[config.mk]
export PLATFORM = sky130hd
export DESIGN_NAME = rlio_regs
export DESIGN_NICKNAME = d
export VERILOG_FILES = /design/src/verilog/rlio_pkg.sv /design/src/verilog/rlio_regs.sv
export VERILOG_INCLUDE_DIRS = /design/src /design/src/verilog
export SDC_FILE = /design/constraint.sdc
export NUM_CORES = 1
export LEC_CHECK = 0
export ABC_AREA = 1
export BUFFER_PORTS_ARGS = -buffer_cell sky130_fd_sc_hd__buf_4
export CAP_MARGIN = 0
export CORE_UTILIZATION = 45
export DETAILED_ROUTE_END_ITERATION = 16
export GPL_TIMING_DRIVEN = 0
export PLACE_DENSITY = 0.76
export SYNTH_ARGS = -nofsm -noshare
export SYNTH_HDL_FRONTEND = slang
export SYNTH_SLANG_ARGS = --single-unit
[constraint.sdc]
create_clock -name clk_i -period 1.3 [get_ports clk_i]
set_input_delay 0.26 -clock clk_i [delete_from_list [all_inputs] [get_ports clk_i]]
set_output_delay 0.26 -clock clk_i [all_outputs]
set_load 0.05 [all_outputs]
[src/verilog/rlio_consts.svh]
// register indices, field positions and reset values of the relay/input block
`ifndef RLIO_CONSTS_SVH
`define RLIO_CONSTS_SVH

// word indices; byte address is four times the index
`define RLIO_IDX_GRP0    6'h00
`define RLIO_IDX_GRP1    6'h02
`define RLIO_IDX_INPUT   6'h04
`define RLIO_IDX_CLRIRQ  6'h08
`define RLIO_IDX_IRQEN   6'h0C
`define RLIO_IDX_IRQPEND 6'h0D

// field positions
`define RLIO_GRP1_LSB    16
`define RLIO_NUM_IN      2

// reset values
`define RLIO_RST_RELAY   32'h0000_0000
`define RLIO_RST_DATA    32'h0000_0000
`define RLIO_RST_IN      2'h0
`define RLIO_RST_IRQEN   2'h0
`define RLIO_RST_PEND    2'h0
`endif

[src/verilog/rlio_pkg.sv]
// types shared by the relay/input register block
package rlio_pkg;
  // classic wishbone request from the bus master
  typedef struct packed {
    logic        cyc;
    logic        stb;
    logic        we;
    logic [3:0]  sel;
    logic [7:0]  adr;
    logic [31:0] dat;
  } rlio_wb_req_t;

  // wishbone answer of the slave
  typedef struct packed {
    logic        ack;
    logic [31:0] dat;
  } rlio_wb_rsp_t;

  // complete state of the register block
  typedef struct packed {
    rlio_wb_rsp_t rsp;
    logic [31:0]  relay;
    logic [1:0]   in_meta;
    logic [1:0]   in_sync;
    logic [1:0]   in_prev;
    logic [1:0]   irq_enable;
    logic [1:0]   irq_pending;
    logic         irq;
  } rlio_state_t;
endpackage

[src/verilog/rlio_regs.sv]
// relay output, isolated input and interrupt registers on a wishbone slave
`timescale 1ns/1ps
`include "rlio_consts.svh"

module rlio_regs
  import rlio_pkg::*;
(
  // clock and reset
  input  wire logic         clk_i,
  input  wire logic         rst_i,
  // wishbone slave
  input  wire rlio_wb_req_t wb_i,
  output rlio_wb_rsp_t      wb_o,
  // isolated inputs from the opto couplers
  input  wire logic [1:0]   isolated_input_bits_i,
  // relay drive and interrupt
  output logic [31:0]       relay_drive_bit_o,
  output logic              irq_o
);

  // reset image of the whole state
  localparam rlio_state_t RST_STATE = '{
    rsp:         '{ack: 1'b0, dat: `RLIO_RST_DATA},
    relay:       `RLIO_RST_RELAY,
    in_meta:     `RLIO_RST_IN,
    in_sync:     `RLIO_RST_IN,
    in_prev:     `RLIO_RST_IN,
    irq_enable:  `RLIO_RST_IRQEN,
    irq_pending: `RLIO_RST_PEND,
    irq:         1'b0
  };

  // address decode against a word index
  function automatic logic hit(input logic [7:0] adr, input logic [5:0] idx);
    hit = (adr[7:2] == idx);
  endfunction

  rlio_state_t s_q;          // registered state
  rlio_state_t s_d;          // next state
  logic        acc;          // new access, first cycle only
  logic        wr;           // write access taking effect
  logic        rd;           // read access being answered
  logic [1:0]  rise;         // rising edge seen on synced inputs
  logic [1:0]  set_ev;       // enabled edge events
  logic        clr_all;      // write to the clear location
  logic [1:0]  clr_bits;     // one-to-clear write on status

  // access strobes: answer one cycle after the request
  assign acc      = wb_i.cyc & wb_i.stb & ~s_q.rsp.ack;
  assign wr       = acc & wb_i.we;
  assign rd       = acc & ~wb_i.we;

  // edge detection on the second sync stage only
  assign rise     = s_q.in_sync & ~s_q.in_prev;
  assign set_ev   = rise & s_q.irq_enable;

  // any data, any lanes: the location write clears all
  assign clr_all  = wr & hit(wb_i.adr, `RLIO_IDX_CLRIRQ);
  assign clr_bits = (wr & hit(wb_i.adr, `RLIO_IDX_IRQPEND) & wb_i.sel[0])
                    ? wb_i.dat[1:0] : 2'h0;

  // next-state logic
  always_comb begin
    s_d = s_q;
    // two-stage synchroniser, then edge history
    s_d.in_meta = isolated_input_bits_i;
    s_d.in_sync = s_q.in_meta;
    s_d.in_prev = s_q.in_sync;

    // ack pulses for one cycle per request
    s_d.rsp.ack = acc;
    s_d.rsp.dat = `RLIO_RST_DATA;

    // register writes
    if (wr) begin
      // group 0 holds channels 1..16
      if (hit(wb_i.adr, `RLIO_IDX_GRP0)) begin
        if (wb_i.sel[0]) begin
          s_d.relay[7:0] = wb_i.dat[7:0];
        end
        if (wb_i.sel[1]) begin
          s_d.relay[15:8] = wb_i.dat[15:8];
        end
      end
      // group 1 holds channels 17..32
      if (hit(wb_i.adr, `RLIO_IDX_GRP1)) begin
        if (wb_i.sel[0]) begin
          s_d.relay[`RLIO_GRP1_LSB +: 8] = wb_i.dat[7:0];
        end
        if (wb_i.sel[1]) begin
          s_d.relay[`RLIO_GRP1_LSB + 8 +: 8] = wb_i.dat[15:8];
        end
      end
      // per-input interrupt enables
      if (hit(wb_i.adr, `RLIO_IDX_IRQEN) && wb_i.sel[0]) begin
        s_d.irq_enable = wb_i.dat[1:0];
      end
    end

    // register reads; unmapped reads return zero
    if (rd) begin
      case (wb_i.adr[7:2])
        // readback is the drive register: 1 closed, 0 open
        `RLIO_IDX_GRP0: begin
          s_d.rsp.dat = {16'h0000, s_q.relay[15:0]};
        end
        `RLIO_IDX_GRP1: begin
          s_d.rsp.dat = {16'h0000, s_q.relay[31:16]};
        end
        // only two low bits meaningful, rest zero
        `RLIO_IDX_INPUT: begin
          s_d.rsp.dat = {30'h0000_0000, s_q.in_sync};
        end
        `RLIO_IDX_IRQEN: begin
          s_d.rsp.dat = {30'h0000_0000, s_q.irq_enable};
        end
        `RLIO_IDX_IRQPEND: begin
          s_d.rsp.dat = {30'h0000_0000, s_q.irq_pending};
        end
        default: begin
          s_d.rsp.dat = `RLIO_RST_DATA;
        end
      endcase
    end

    // sticky pending bits: set wins over any clear
    for (int i = 0; i < `RLIO_NUM_IN; i++) begin
      if (set_ev[i]) begin
        s_d.irq_pending[i] = 1'b1;
      end else if (clr_all || clr_bits[i]) begin
        s_d.irq_pending[i] = 1'b0;
      end else begin
        s_d.irq_pending[i] = s_q.irq_pending[i];
      end
    end

    // level interrupt from unmasked pending sources
    s_d.irq = |(s_d.irq_pending & s_d.irq_enable);
  end

  // state register, synchronous reset
  always_ff @(posedge clk_i) begin
    if (rst_i) begin
      s_q <= RST_STATE;
    end else begin
      s_q <= s_d;
    end
  end

  // outputs straight from flops
  assign wb_o              = s_q.rsp;
  assign relay_drive_bit_o = s_q.relay;
  assign irq_o             = s_q.irq;

  // helper: write decodes for the checks
  logic wr_g0;      // full-lane group 0 write
  logic wr_g1;      // full-lane group 1 write
  logic wr_en;      // enable write
  assign wr_g0 = wr & hit(wb_i.adr, `RLIO_IDX_GRP0) & (wb_i.sel[1:0] == 2'h3);
  assign wr_g1 = wr & hit(wb_i.adr, `RLIO_IDX_GRP1) & (wb_i.sel[1:0] == 2'h3);
  assign wr_en = wr & hit(wb_i.adr, `RLIO_IDX_IRQEN) & wb_i.sel[0];

  // helper: read decodes for the checks
  logic rd_g0;      // group 0 readback
  logic rd_g1;      // group 1 readback
  logic rd_clr;     // read of the write-only clear location
  assign rd_g0  = rd & hit(wb_i.adr, `RLIO_IDX_GRP0);
  assign rd_g1  = rd & hit(wb_i.adr, `RLIO_IDX_GRP1);
  assign rd_clr = rd & hit(wb_i.adr, `RLIO_IDX_CLRIRQ);
endmodule
==> flow_summary.html <==
<table>
<tr><th>Metric</th><th>Value</th></tr>
<tr><th colspan="2">Outcome</th></tr>
<tr><td>Status</td><td>complete, no violations</td></tr>
<tr><th colspan="2">Cells and area</th></tr>
<tr><td>Post-layout nets</td><td>514</td></tr>
<tr><td>Most common cell after layout, fill and taps aside</td><td>sky130_fd_sc_hd__buf_4</td></tr>
<tr><td>Fraction of layout instances using a drive strength above 1</td><td>45.73%</td></tr>
<tr><td>Antenna Cells</td><td>0</td></tr>
<tr><td>Synthesis-to-finish area growth</td><td>38.22%</td></tr>
<tr><td>Final Cell Area</td><td>3896 um2</td></tr>
<tr><td>Most used cells in the layout excluding fill and tap cells</td><td>sky130_fd_sc_hd__buf_4, sky130_fd_sc_hd__nor2_1, sky130_fd_sc_hd__dfxtp_1</td></tr>
<tr><th colspan="2">Detailed routing</th></tr>
<tr><td>Vias after detailed routing</td><td>2,492</td></tr>
<tr><td>Number of vias per cell</td><td>4.589</td></tr>
<tr><td>Final routed wirelength across all metal layers</td><td>6644 um</td></tr>
<tr><td>Total DRC errors in the routed layout</td><td>0</td></tr>
<tr><td>Post-route antenna net violation count</td><td>0</td></tr>
<tr><td>Router iterations before antenna repair</td><td>4</td></tr>
<tr><td>Iteration-0 DRC Markers</td><td>120</td></tr>
<tr><td>Drt wl/cell</td><td>12.24 um</td></tr>
<tr><th colspan="2">Clocking</th></tr>
<tr><td>CTS H-tree lvls</td><td>3</td></tr>
<tr><td>Register clock-pin slew on the reported worst setup and hold paths</td><td>70 ps</td></tr>
<tr><td>Sinks on the clock net</td><td>60</td></tr>
<tr><td>Max Root-Sink Buffers</td><td>2</td></tr>
<tr><td>CTS buffer count</td><td>9</td></tr>
<tr><td>Master cell of the clock root buffer</td><td>sky130_fd_sc_hd__clkbuf_8</td></tr>
<tr><td>CTS tree</td><td>yes</td></tr>
<tr><td># hold bufs at CTS</td><td>0</td></tr>
<tr><td>Skew-Pair Late Insertion Delay</td><td>340 ps</td></tr>
<tr><th colspan="2">Timing</th></tr>
<tr><td>Setup repair after global routing missed its margin</td><td>true</td></tr>
<tr><td>Final setup violation count</td><td>0</td></tr>
<tr><td>Upper clock frequency limit</td><td>0.7848 GHz</td></tr>
<tr><td>Final clock skew</td><td>5.678 ps</td></tr>
<tr><td>Pins Over Slew Limit</td><td>0</td></tr>
<tr><td>Fraction of the cycle the final worst path needs</td><td>98.01%</td></tr>
<tr><td>Minimum period implied by the final worst setup slack</td><td>1274 ps</td></tr>
<tr><td>Number of endpoints with negative hold slack in the final report</td><td>0</td></tr>
<tr><td>Setup WS post-layout</td><td>25.84 ps</td></tr>
<tr><th colspan="2">Global routing</th></tr>
<tr><td>Number of global-route vias before repair</td><td>2,269</td></tr>
<tr><td>Global-route usage over all layers</td><td>21.28%</td></tr>
<tr><td>Maximum number of pins on one net before global-route repair</td><td>13</td></tr>
<tr><td>Congestion Overflow GR</td><td>0</td></tr>
<tr><td>Initial antenna violation count</td><td>0</td></tr>
<tr><td>Wire length of the first global-routing pass</td><td>10,300 um</td></tr>
<tr><th colspan="2">Synth</th></tr>
<tr><td>Count of warnings emitted by yosys</td><td>0</td></tr>
<tr><td>Count of mapped cells out of synthesis</td><td>355</td></tr>
<tr><td>Share of the synthesized area in the top cell type</td><td>42.61%</td></tr>
<tr><td>Share of the yosys chip area belonging to registers</td><td>42.61%</td></tr>
<tr><td>Number of distinct library cells after synthesis</td><td>25</td></tr>
<tr><td>Post-synth top area cell</td><td>sky130_fd_sc_hd__dfxtp_1</td></tr>
<tr><td>Cell Area, Synth</td><td>2819 um2</td></tr>
<tr><td>Mean cell area of the mapped netlist</td><td>7.941 um2</td></tr>
<tr><td>Flip-flop and latch count after synthesis</td><td>60</td></tr>
<tr><td>Most area-consuming cells after synthesis</td><td>sky130_fd_sc_hd__dfxtp_1, sky130_fd_sc_hd__buf_4, sky130_fd_sc_hd__nor2_1</td></tr>
<tr><th colspan="2">Setup path</th></tr>
<tr><td>Critical path required time</td><td>1530 ps</td></tr>
<tr><td>Element type at the critical path end</td><td>flip-flop</td></tr>
<tr><td>Endpoint of the most critical register-to-register path</td><td>relay_drive_bit_o[7]</td></tr>
<tr><td>FF-to-FF path depth</td><td>7</td></tr>
<tr><td>Arrival @ worst endpoint</td><td>1510 ps</td></tr>
<tr><td>Slack of the worst reg-to-reg path</td><td>30 ps</td></tr>
<tr><td>Critical Path Start Type</td><td>flip-flop</td></tr>
<tr><td>Start-to-end type of the worst setup path</td><td>reg2reg</td></tr>
<tr><td>Crit. Startpoint</td><td>wb_o[32]</td></tr>
<tr><td>Maximum fanout count along the critical path</td><td>9</td></tr>
<tr><td>Reg-to-Reg Start</td><td>wb_o[32]</td></tr>
<tr><td>Critical Path Sink</td><td>relay_drive_bit_o[7]</td></tr>
<tr><th colspan="2">Run</th></tr>
<tr><td>Max-cap violation count</td><td>0</td></tr>
<tr><th colspan="2">Die</th></tr>
<tr><td>Rows</td><td>28</td></tr>
<tr><td>Io pins</td><td>117</td></tr>
<tr><td>Horizontal die dimension</td><td>81.15 um</td></tr>
<tr><td>Starting density of the core</td><td>47.06%</td></tr>
<tr><td>Die area</td><td>6585 um2</td></tr>
<tr><td>Die height</td><td>81.15 um</td></tr>
<tr><td>Placeable core region</td><td>5991 um2</td></tr>
<tr><th colspan="2">Place</th></tr>
<tr><td>Area after DPL</td><td>3562 um2</td></tr>
<tr><td>PortBufs</td><td>79</td></tr>
<tr><td>Half-perimeter wire length after placement</td><td>4813 um</td></tr>
<tr><td>Pre-CTS worst setup slack</td><td>-171.3 ps</td></tr>
<tr><td>RePlAce Congestion</td><td>0.7847</td></tr>
<tr><th colspan="2">Power and ir drop</th></tr>
<tr><td>Maximum ir drop on the vdd rail</td><td>669.9 uV</td></tr>
<tr><td>PD cells</td><td>949.0 nW/um2</td></tr>
<tr><td>Leakage power figure</td><td>1.850 nW</td></tr>
<tr><th colspan="2">Min path</th></tr>
<tr><td>Tightest Hold Check Type</td><td>in2reg</td></tr>
</table>
## through the flow
stage	power [mW]	setup TNS (ps)	cells	utilization [%]	hold slack (ps)
after floorplan	2.124	0	370	-	367.0
after global placement	2.235	-4069	524	59.46	390.4
after detailed placement	2.242	-5617	524	59.46	396.9
after CTS	3.732	-14.05	542	62.99	107.0
after global routing	3.853	-238.9	543	65.04	126.7
final	3.698	0	543	65.04	123.2
## synthesized netlist by cell type, drive strengths merged
cell type / n
nand3: 19
o21ai: 26
nor2: 91
buf: 70
clkbuf: 2
conb: 1
a21oi: 11
a22oi: 14
nand2: 38
dfxtp: 60
inv: 20
nand4: 2
nor3: 1
## power by group
part	switching [mW]	internal (mW)
Sequential	0.00433	1.85
Combinational	0.236	0.132
Clock	0.784	0.695
## worst min-delay path by stage
stage	startpoint	to	slack, ps	cells past startpoint
detailed placement	s_d[8]	s_d[6]	400	2
global route	isolated_input_bits_i[1]	s_d[8]	130	3
CTS	isolated_input_bits_i[1]	s_d[8]	110	3
finish	isolated_input_bits_i[1]	s_d[8]	120	3
global placement	s_d[7]	s_d[5]	390	2
floorplan	isolated_input_bits_i[0]	s_d[7]	370	2
## state kept, by name, indices dropped and copies added, names as in the netlist
register           count
relay_drive_bit_o     32
wb_o                  17
s_q                    6
s_d                    4
irq_o                  1
## what timing repair did
action | 4_1_cts | 5_1_grt
gates cloned | 0 | 0
buffers inserted | 2 | 1
endpoints found under the hold margin | 0 | 0
pin swaps | 3 | 2
gates resized for setup | 8 | 49
endpoints found under the setup margin | 41 | 69
## per-layer routing
metal	share of wire, %	GRT usage [%]	up-vias
met2	53	37.39	85
li1	-	-	1269
met5	0	0	-
met3	6.4	7.303	9
met4	1.3	9.464	0
met1	39	22.95	1129
## cell type report
class                           instances  area, um2
Clock buffer                            9      123.9
Multi-Input combinational cell        218       1101
Clock inverter                          7      51.30
Buffer                                 72      530.5
Inverter                               20      87.58
Sequential cell                        60       1224
Tap cell                               75      93.84
Timing Repair Buffer                   82      684.4
Fill cell                             543       2095
## critical path, cell delays in order (launching register included)
cell and delay, ps:
sky130_fd_sc_hd__dfxtp_2 340, sky130_fd_sc_hd__inv_2 60, sky130_fd_sc_hd__nand4_4 120, sky130_fd_sc_hd__nor2_4 170
sky130_fd_sc_hd__buf_12 130, sky130_fd_sc_hd__nand2_4 90, sky130_fd_sc_hd__o21ai_0 180, sky130_fd_sc_hd__nor2_1 60
## logic make-up (layout without fill, tap and decap cells)
group / after synthesis / count (layout) / share of synthesized area [%]
AND/OR/NAND/NOR: 151 / 151 / 25.48
buffers and inverters: 92 / 190 / 21.48
flip-flops: 60 / 60 / 42.61
AO/OA/AOI/OAI: 51 / 51 / 10.30
other: 1 / 16 / 0.1330
Power figures use the tool's default switching activity.
